==> config.mk <==
export PLATFORM = sky130hd
export DESIGN_NAME = tape_if_ctrl
export DESIGN_NICKNAME = d
export VERILOG_FILES = /design/src/logic/tape_if_pkg.sv /design/src/logic/tape_if_ctrl.sv
export SDC_FILE = /design/constraint.sdc
export NUM_CORES = 1
export LEC_CHECK = 0
export ABC_AREA = 1
export BUFFER_PORTS_ARGS = -buffer_cell sky130_fd_sc_hd__clkbuf_2
export CORE_MARGIN = 2
export CORE_UTILIZATION = 40
export DETAILED_ROUTE_END_ITERATION = 8
export MAX_ROUTING_LAYER = met4
export PLACE_DENSITY = 0.62
export SLEW_MARGIN = 20
export SYNTH_ARGS = -nofsm -noshare
export SYNTH_HDL_FRONTEND = slang
export SYNTH_SLANG_ARGS = --single-unit
==> constraint.sdc <==
create_clock -name clk_sys -period 1.3 [get_ports clk_sys]
set_input_delay 0.13 -clock clk_sys [delete_from_list [all_inputs] [get_ports clk_sys]]
set_output_delay 0.13 -clock clk_sys [all_outputs]
set_load 0.03 [all_outputs]
==> src/logic/tape_if_pkg.sv <==
// Purpose: shared constants for the tape transport interface control
// Assumes: 200 MHz system clock
// Notes: connector pins are active low, inside logic is active high
package tape_if_pkg;
    localparam int CLK_MHZ = 200;
    localparam int WRITE_SAMPLE_NS = 2000;
    localparam int REWIND_PULSE_NS = 5000;
    localparam int CNT_W = 16;
    localparam logic [CNT_W-1:0] WRITE_SAMPLE_CYCLES =
        CNT_W'((WRITE_SAMPLE_NS * CLK_MHZ) / 1000);
    localparam logic [CNT_W-1:0] REWIND_PULSE_CYCLES =
        CNT_W'((REWIND_PULSE_NS * CLK_MHZ) / 1000);
    localparam logic [CNT_W-1:0] CNT_ZERO = 16'h0000;
    localparam logic [CNT_W-1:0] CNT_ONE = 16'h0001;

    // index of each synchronised pin in the input vector
    localparam int IN_SFC = 0;
    localparam int IN_SRC = 1;
    localparam int IN_OVW = 2;
    localparam int IN_RWC = 3;
    localparam int IN_SEL = 4;
    localparam int IN_SWS = 5;
    localparam int IN_OFF = 6;
    localparam int IN_TNG = 7;
    localparam int IN_LP = 8;
    localparam int IN_EOT = 9;
    localparam int IN_BSY = 10;
    localparam int IN_BKN = 11;
    localparam int IN_WAR = 12;
    localparam int IN_PNL = 13;
    localparam int IN_ONL = 14;
    localparam int IN_WP = 15;
    localparam int NUM_IN = 16;

    localparam logic [3:0] CTRL_ADDR = 4'h0;
    localparam logic [3:0] STATUS_ADDR = 4'h4;
    localparam int CTRL_OFFLINE_BIT = 0;
    localparam logic [31:0] CTRL_RESET = 32'h0000_0000;
    localparam logic [31:0] READ_ZERO = 32'h0000_0000;

    typedef enum logic [1:0] {
        BUS_IDLE = 2'b00,
        BUS_ACK = 2'b01
    } bus_state_t;
endpackage

==> src/logic/tape_if_ctrl.sv <==
// Purpose: interface control of a tape transport with an Avalon-MM port
// Assumes: all pins asynchronous to clk_sys
// Notes: outputs are registered, so each lags its cause by one clock
`timescale 1ns/1ps
module tape_if_ctrl
    import tape_if_pkg::*;
#(
    parameter logic [CNT_W-1:0] WRITE_SAMPLE = WRITE_SAMPLE_CYCLES,
    parameter logic [CNT_W-1:0] REWIND_PULSE = REWIND_PULSE_CYCLES
)
(
    input wire logic clk_sys,
    input wire logic reset_n,
    input wire logic sync_forward_cmd_n,
    input wire logic sync_reverse_cmd_n,
    input wire logic overwrite_cmd_n,
    input wire logic rewind_cmd_n,
    input wire logic unit_select_n,
    input wire logic set_write_status_n,
    input wire logic go_offline_cmd_n,
    input wire logic tape_moving_n,
    input wire logic at_load_point_n,
    input wire logic tape_end_marker_n,
    input wire logic busy_in_n,
    input wire logic broken_tape_n,
    input wire logic write_amp_reset_n,
    input wire logic panel_rewind_n,
    input wire logic unit_online_n,
    input wire logic write_protect_n,
    input wire logic [3:0] address,
    input wire logic read,
    input wire logic write,
    input wire logic [3:0] byteenable,
    input wire logic [31:0] writedata,
    output logic [31:0] readdata,
    output logic waitrequest,
    output logic run_normal_n,
    output logic dir_forward_n,
    output logic dir_reverse_n,
    output logic write_select_n,
    output logic erase_head_disable_n,
    output logic rewind_pulse_out_n,
    output logic offline_req_n,
    output logic online_status_n,
    output logic rewinding_status_n,
    output logic write_protected_status_n,
    output logic load_point_status_n,
    output logic ready_status_n,
    output logic end_of_tape_status_n,
    output logic tape_running_status_n
);
    function automatic logic [CNT_W-1:0] count_down(
        input logic [CNT_W-1:0] c);
        count_down = (c == CNT_ZERO) ? CNT_ZERO : c - CNT_ONE;
    endfunction

    logic [NUM_IN-1:0] pin_raw;
    logic [NUM_IN-1:0] meta_q;
    logic [NUM_IN-1:0] in_q;
    logic sync_forward_cmd, src, overwrite_cmd, rewind_cmd, set_write_status, off_cmd, moving, lp, marker;
    logic busy, broken, war, panel, sel_onl, motion, rewinding;
    logic [31:0] ctrl_q;
    logic dir_q, dir_prev_q, interlock_q;
    logic motion_prev_q, write_q, ovw_cap_q, ovw_mode_q;
    logic [CNT_W-1:0] sample_cnt_q;
    logic [CNT_W-1:0] rew_cnt_q;
    logic rew_q, rew_prev_q, eot_q, marker_prev_q;
    bus_state_t bus_q;
    logic dir_chg, motion_start, sample_end;

    // inversion at the connector
    assign pin_raw = ~{write_protect_n, unit_online_n, panel_rewind_n,
        write_amp_reset_n, broken_tape_n, busy_in_n, tape_end_marker_n,
        at_load_point_n, tape_moving_n, go_offline_cmd_n,
        set_write_status_n, unit_select_n, rewind_cmd_n, overwrite_cmd_n,
        sync_reverse_cmd_n, sync_forward_cmd_n};

    always_ff @(posedge clk_sys or negedge reset_n)
    begin
        if (!reset_n)
        begin
            meta_q <= '0;
            in_q <= '0;
        end
        else
        begin
            meta_q <= pin_raw;
            in_q <= meta_q;
        end
    end

    assign sync_forward_cmd = in_q[IN_SFC];
    assign src = in_q[IN_SRC];
    assign overwrite_cmd = in_q[IN_OVW];
    assign rewind_cmd = in_q[IN_RWC];
    assign set_write_status = in_q[IN_SWS];
    assign off_cmd = in_q[IN_OFF];
    assign moving = in_q[IN_TNG];
    assign lp = in_q[IN_LP];
    assign marker = in_q[IN_EOT];
    assign busy = in_q[IN_BSY];
    assign broken = in_q[IN_BKN];
    assign war = in_q[IN_WAR];
    assign panel = in_q[IN_PNL];
    // software can hold the unit off line from the register port
    assign sel_onl = in_q[IN_SEL] & in_q[IN_ONL]
        & ~ctrl_q[CTRL_OFFLINE_BIT];
    assign motion = sync_forward_cmd | src;
    assign rewinding = rew_q | panel;
    assign dir_chg = dir_q ^ dir_prev_q;
    assign motion_start = motion & ~motion_prev_q & sel_onl;
    assign sample_end = (sample_cnt_q == CNT_ONE);

    // direction and stop-before-reverse interlock
    always_ff @(posedge clk_sys or negedge reset_n)
    begin
        if (!reset_n)
        begin
            dir_q <= 1'b1;
            dir_prev_q <= 1'b1;
            interlock_q <= 1'b0;
        end
        else
        begin
            if (sync_forward_cmd && !src)
                dir_q <= 1'b1;
            else if (src && !sync_forward_cmd)
                dir_q <= 1'b0;
            dir_prev_q <= dir_q;
            if (!moving)
                interlock_q <= 1'b0;
            else if (dir_chg)
                interlock_q <= 1'b1;
        end
    end

    // write sampling one-shot and write select flops
    always_ff @(posedge clk_sys or negedge reset_n)
    begin
        if (!reset_n)
        begin
            motion_prev_q <= 1'b0;
            sample_cnt_q <= CNT_ZERO;
            write_q <= 1'b0;
            ovw_cap_q <= 1'b0;
            ovw_mode_q <= 1'b0;
        end
        else
        begin
            motion_prev_q <= motion;
            if (motion_start)
                sample_cnt_q <= WRITE_SAMPLE;
            else
                sample_cnt_q <= count_down(sample_cnt_q);
            // write status is not dropped at motion end, avoiding glitches
            if (sample_end)
            begin
                write_q <= set_write_status;
                ovw_cap_q <= overwrite_cmd;
            end
            if (motion_start && overwrite_cmd)
                ovw_mode_q <= 1'b1;
            else if (war)
                ovw_mode_q <= 1'b0;
        end
    end

    // rewind flop, its pulse, and end of tape latch
    always_ff @(posedge clk_sys or negedge reset_n)
    begin
        if (!reset_n)
        begin
            rew_q <= 1'b0;
            rew_prev_q <= 1'b0;
            rew_cnt_q <= CNT_ZERO;
            eot_q <= 1'b0;
            marker_prev_q <= 1'b0;
        end
        else
        begin
            if (broken || (lp && !moving))
                rew_q <= 1'b0;
            else if (rewind_cmd && sel_onl && !lp)
                rew_q <= 1'b1;
            rew_prev_q <= rew_q;
            if (rew_q && !rew_prev_q)
                rew_cnt_q <= REWIND_PULSE;
            else
                rew_cnt_q <= count_down(rew_cnt_q);
            marker_prev_q <= marker;
            if (broken)
                eot_q <= 1'b0;
            else if (marker && !rewinding && dir_q)
                eot_q <= 1'b1;
            else if (!marker && marker_prev_q && !dir_q)
                eot_q <= 1'b0;
        end
    end

    // motion and write outputs, all registered and active low
    always_ff @(posedge clk_sys or negedge reset_n)
    begin
        if (!reset_n)
        begin
            run_normal_n <= 1'b1;
            dir_forward_n <= 1'b1;
            dir_reverse_n <= 1'b1;
            write_select_n <= 1'b1;
            erase_head_disable_n <= 1'b1;
            rewind_pulse_out_n <= 1'b1;
            offline_req_n <= 1'b1;
        end
        else
        begin
            run_normal_n <= ~(motion && sel_onl && !busy && !(src && lp)
                && !interlock_q);
            dir_forward_n <= ~(dir_q && sel_onl && !busy);
            dir_reverse_n <= ~(!dir_q && sel_onl && !busy && !lp);
            write_select_n <= ~((write_q && !ovw_cap_q)
                || (ovw_mode_q && ovw_cap_q && set_write_status && motion));
            erase_head_disable_n <= ~(ovw_mode_q && ovw_cap_q);
            rewind_pulse_out_n <= ~(rew_cnt_q != CNT_ZERO);
            offline_req_n <= ~(off_cmd && sel_onl);
        end
    end

    // status to the controller
    always_ff @(posedge clk_sys or negedge reset_n)
    begin
        if (!reset_n)
        begin
            online_status_n <= 1'b1;
            rewinding_status_n <= 1'b1;
            write_protected_status_n <= 1'b1;
            load_point_status_n <= 1'b1;
            ready_status_n <= 1'b1;
            end_of_tape_status_n <= 1'b1;
            tape_running_status_n <= 1'b1;
        end
        else
        begin
            online_status_n <= ~sel_onl;
            rewinding_status_n <= ~((rew_q && sel_onl) || panel);
            write_protected_status_n <= ~(sel_onl && in_q[IN_WP]);
            load_point_status_n <= ~(sel_onl && lp && !rewinding);
            ready_status_n <= ~(sel_onl && !busy && !rewinding);
            end_of_tape_status_n <= ~(sel_onl && eot_q);
            tape_running_status_n <= ~(sel_onl && moving);
        end
    end

    // register port: one wait cycle, then a one-cycle acknowledge
    always_ff @(posedge clk_sys or negedge reset_n)
    begin
        if (!reset_n)
        begin
            bus_q <= BUS_IDLE;
            waitrequest <= 1'b1;
            readdata <= READ_ZERO;
        end
        else
        begin
            case (bus_q)
                BUS_IDLE:
                begin
                    if (read || write)
                    begin
                        bus_q <= BUS_ACK;
                        waitrequest <= 1'b0;
                        if (!read)
                            readdata <= READ_ZERO;
                        else if (address == CTRL_ADDR)
                            readdata <= ctrl_q;
                        else if (address == STATUS_ADDR)
                            readdata <= {25'h0000000, sel_onl, eot_q,
                                rew_q, ovw_mode_q, write_q,
                                interlock_q, dir_q};
                        else
                            readdata <= READ_ZERO;
                    end
                end
                default:
                begin
                    bus_q <= BUS_IDLE;
                    waitrequest <= 1'b1;
                end
            endcase
        end
    end

    always_ff @(posedge clk_sys or negedge reset_n)
    begin
        if (!reset_n)
            ctrl_q <= CTRL_RESET;
        else if (write && !waitrequest && address == CTRL_ADDR
            && byteenable[0])
            ctrl_q <= {24'h000000, writedata[7:0]};
    end
endmodule

[After elaboration in Yosys (flattened, before gate mapping)]
Cells that the tools add are included.
Word-level totals
  flip-flop bits (word level): 132
  latch bits: 0
  memory bits (writable): 0
  memory bits (read-only): 0
  input port bits: 60
  output and inout port bits: 47
  memories kept: 0
Operators by class
  add/sub/neg operators: 2
  multiply operators: 0
  divide/modulo/power cells: 0
  order comparisons: 0
  eq/ne operators: 4
  shift operators: 0
  multiplexer cells: 22
  bitwise gates (word level): 24
  reduce and logical (&&, ||, !) cells: 64
Operators by type and width (number)
  $mux W16: 4
  $logic_and A1 B1 Y1: 37
  $logic_not A16 Y1: 2
  $sub A16 B1 Y16 const B: 2
  $eq A16 B1 Y1 const B: 1
  $mux W8: 2
  $not A1 Y1: 16
  $not A16 Y16: 1
  $reduce_bool A16 Y1: 1
  $logic_not A1 Y1: 13
  $mux W1: 13
  $mux W7: 1
  $reduce_bool A2 Y1: 3
  $and A1 B1 Y1: 4
  $eq A4 B3 Y1 const B: 1
  $logic_not A4 Y1: 1
  $logic_or A1 B1 Y1: 4
  $mux W2: 2
  $reduce_bool A3 Y1: 1
  $logic_not A2 Y1: 1
  $ne A2 B1 Y1 const B: 1
  $ne A2 B2 Y1 const B: 1
  $or A1 B1 Y1: 2
  $reduce_and A2 Y1: 1
  $xor A1 B1 Y1: 1

[Logic depth before layout (Yosys ltp)]
  depth in word-level cells: 7
  depth in mapped cells: 8
  mapped depth without buffers: 8

[Worst setup path after synthesis]
Ideal clock, no wire load.
  kind: reg2reg
  start point: register rew_cnt_q[0]
  end point: register rew_cnt_q[11]
  setup time: 0.118 ns
  arrival: 1.236 ns
  data required time: 1.182 ns
  slack: -0.055 ns
  cell stages (with the launch flop): 8
  buffers on the path: 0
  clock period less this slack: 1.355 ns
  cell sequence: dfrtp_1 -> inv_1 -> ha_1 -> nand2_2 -> nor2_4 -> nand3_4 -> nand2_4 -> nor2_1
On the way
  cells in the longest elaborated chain, start to end: 3
  elaborated cells on any way between the ends: 4
Ends and longest elaborated chain
  start: declaration: RTL line tape_if_ctrl.sv:66  | logic [CNT_W-1:0] rew_cnt_q;
  start signal: assignment: RTL line tape_if_ctrl.sv:189  | rew_cnt_q <= count_down(rew_cnt_q);
  $sub A16 B1 Y16 or $logic_not A16 Y1 (tied branches): RTL line tape_if_ctrl.sv:54  | count_down = (c == CNT_ZERO) ? CNT_ZERO : c - CNT_ONE;
  $mux W16 *: RTL line tape_if_ctrl.sv:54
  $mux W16 *: RTL line tape_if_ctrl.sv:186  | if (rew_q && !rew_prev_q)
Every way passes the cells marked *; elsewhere a longest branch is shown, timed or not.
A chain may end at the register's enable or synchronous reset.

[Worst setup path after layout]
  start point: register rew_cnt_q[2]
  end point: register rew_cnt_q[12]
Same word-level chain as after synthesis.

==> summary.md <==
The logs give 107 for the number of top-level pins and -0.0141 ns for the final critical-path setup slack. Data arrives at the worst endpoint at 1.55 ns. The tools report the number of design rule violations left after detail routing as 0.

The tools report the post-detailed-route count of antenna-violating nets as 0. The synthesized design contains 107 register bits. The worst path needs 1.31 ns of the cycle, external delays included. Clock tree synthesis found a total of 107 sinks. The worst path uses 101% of the clock period. Wire segments on met3 add up to 303 um in the final route. Counting flops with an async set or reset pin after synthesis yields a share of 100%. The run gives 3276 as the number of global-route vias before repair.

Most frequently used flop master after synthesis: dfrtp_1. The die is 112 um wide. The share of synthesized area occupied by flip-flops and latches came out at 58.3%. For the number of optimization iterations in the first detailed-route pass, the log shows 4. TritonCTS built the clock tree.

The routed design uses 4850 um of met2 wire. At the worst endpoint, the required time is 1.53 ns. For the total die area, the log shows 12400 um2. The initialized floorplan defines 39 standard-cell rows. The average via count per standard cell came out at 4.54. The run finished, with violations left. Across the VDD grid, the largest voltage drop is 986 uV.

The first global-routing pass estimated 15100 um of wire. STA classifies the critical path startpoint as a register. A synthesized cell averages 9.44 um2.

The leakage dissipation is 3.00 nW, and the number of flops mapped to enable cells by yosys is 0. Setup repair after global routing could not meet its margin everywhere. Synthesis-to-finish area growth: 30.3%. Counting the buffers created by CTS gives 9.

The library cell used most frequently in the layout, excluding fill and tap cells, is nand2_1. In the layout the commonest cells are 98 x nand2_1, 85 x dfrtp_1, 60 x inv_1. The tools report the max-capacitance violation count as 0.

The highest metal layer carrying signal wires in the routed design is met4. The H-tree depth reported by CTS is 3. Setup violations remaining at the end of the flow were counted as 6. The run gives 761 MHz as the achievable clock frequency. Across the routed clock network, the largest skew measured is 0.00673 ns. For the final net count, the log shows 679.

The tools report the largest net degree at the start of global routing as 34. After synthesis, the cell types taking the most area are dfrtp_1 49%, dfstp_2 9.7%, nand2_1 8.6%. After routing the design area is 6030 um2. The final max-slew violation count came out at 0. Clock edge transition at the registers on the reported setup and hold paths: 0.07 ns. The vertical die dimension is 112 um, and the all-layer global routing usage is 15.3%.

Library cell with the largest summed area after synthesis: dfrtp_1. Routability-driven placement finished with a final weighted congestion of 0.796. Total wire length after detailed routing: 9300 um. For this block, wires on met1 add up to 4030 um.

The maximum buffer depth of the clock tree is 2, and the area share of the largest cell type after synthesis is 48.7%. The average wire per standard cell is 12.2 um, and the HPWL reported at the end of detailed placement is 6400 um. The power per standard cell area is 1840 nW/um2. Synthesis produced a netlist whose cell count is 490. The later-pin clock latency in the skew report came out at 0.34 ns. After the first detailed-routing iteration, the DRC count stood at 161.

Clock tree synthesis selected as its root buffer the cell clkbuf_16. Including well taps, the total number of placed cells is 714. Leaving out filler cells and counting taps, the final layout contains 761. Input and output buffers added on the ports amount to 55. Overall power consumption after layout is estimated at 11.1 mW. The worst setup path is captured at a register. Along the worst path, the maximum fanout reaches 9.

The path type of the worst setup path was register to register. For this block, the via count after detailed routing is 3458. Worst min-delay path class: input port to register.

The placed instances occupy a cell area of 5230 um2. The logs give 0 for the number of diodes added for antenna fixing and 0 for the total grt overflow. The core region is 11400 um2.

The share of post-route cells with drive strength above 1 was 33.7%. The hold violation total from the final report was 0. The final reports fail on setup timing. In this run, distinct cell masters in the synthesized netlist total 32. The initial antenna violation count is 0, and the share of the core filled with cells in the final layout is 53.0%.

The total standard cell area after synthesis is 4630 um2, and the warning count from the yosys run is 0. For this configuration, the core starts out at a cell density of 40.7%.
-- critical path: stages, from the launching register on --
cell and delay, ns:
dfrtp_2 0.45, nor2_2 0.15, nand2_4 0.09, nor2_4 0.16, nand3_4 0.16, nand2_8 0.14
nor2_1 0.06
-- state kept, by name, indices dropped and copies added (netlist names), 8 cells and up --
register,cells
meta_q,16
sample_cnt_q,16
in_q,16
ctrl_q,8
rew_cnt_q,16
readdata,8
-- final timing paths --
check	startpoint	endpoint	slack (ns)	cells past startpoint
setup / recovery	rew_cnt_q[2]	rew_cnt_q[12]	-0.01	6
hold / removal	writedata[5]	ctrl_q[5]	0.01	3
setup reg to reg	rew_cnt_q[2]	rew_cnt_q[12]	-0.01	6
hold reg to reg	meta_q[14]	in_q[14]	0.35	0
max in group asynchronous	reset_n	rewind_pulse_out_n	0.48	3
min in group asynchronous	reset_n	meta_q[13]	0.26	2
-- final cells by class --
cell class                 count  area (um2)
multi-input combinational    315        1790
inverter                      66         248
clock inverter                 7        80.1
timing repair buffer         114         806
fill                        1007        5340
tap                          143         179
sequential                   107        2710
clock buffer                   9         225
-- synth_stat cells (4+ instances only) --
cell type / count
nor2_1: 53
nand2_1: 106
o21ai_0: 15
nand3_1: 30
ha_1: 6
dfrtp_1: 90
o22ai_1: 7
a21oi_1: 12
nand2_2: 5
inv_1: 65
nor2_2: 16
nor2_4: 5
dfstp_2: 17
xor2_1: 5
nand4_1: 5
buf_4: 24
o21bai_1: 4
-- timing repair --
item / 4_1_cts / 5_1_grt
gates cloned: 0 / 2
gates resized for setup: 5 / 57
setup endpoints to repair: 25 / 35
pin swaps: 4 / 12
hold endpoints to repair: 36 / 0
setup buffers: 0 / 8
hold buffers: 21 / 0
-- stage by stage --
stage / setup TNS [ns] / setup slack (ns) / hold WS [ns]
after floorplan: 0 / 0.00298 / -0.166
after global placement: -0.0745 / -0.0150 / 0.0944
after detailed placement: -0.504 / -0.0599 / 0.0975
after CTS: 0 / 0.000846 / 0.00149
after global routing: -1.85 / -0.0981 / 0.0187
final: -0.0330 / -0.0141 / 0.0144
-- where the power goes --
part	internal [mW]	switching [mW]
clock network	1.37	1.32
logic	1.62	2.11
registers	4.04	0.627
-- layer usage --
metal  global-route usage [%]  vias to the layer above
met5                        -                        -
li1                         -                     1729
met2                     25.1                       71
met3                     3.32                        8
met4                     4.86                        0
met1                     19.1                     1650
-- cell families (layout without fill, tap and decap cells) --
family                     Yosys count  count (layout)  share of synthesized area (%)
and+or+nand+nor                    232             234                           23.2
DFF                                107             107                           58.3
buffers and inverters               93             196                           9.90
AOI/OAI and AO/OA                   43              43                           5.38
xor gates and xnor gates             8               8                           1.51
adders and majority gates            6               6                           1.62
other                                1              24                         0.0810
No activity file was read; power rests on OpenSTA's default activity.
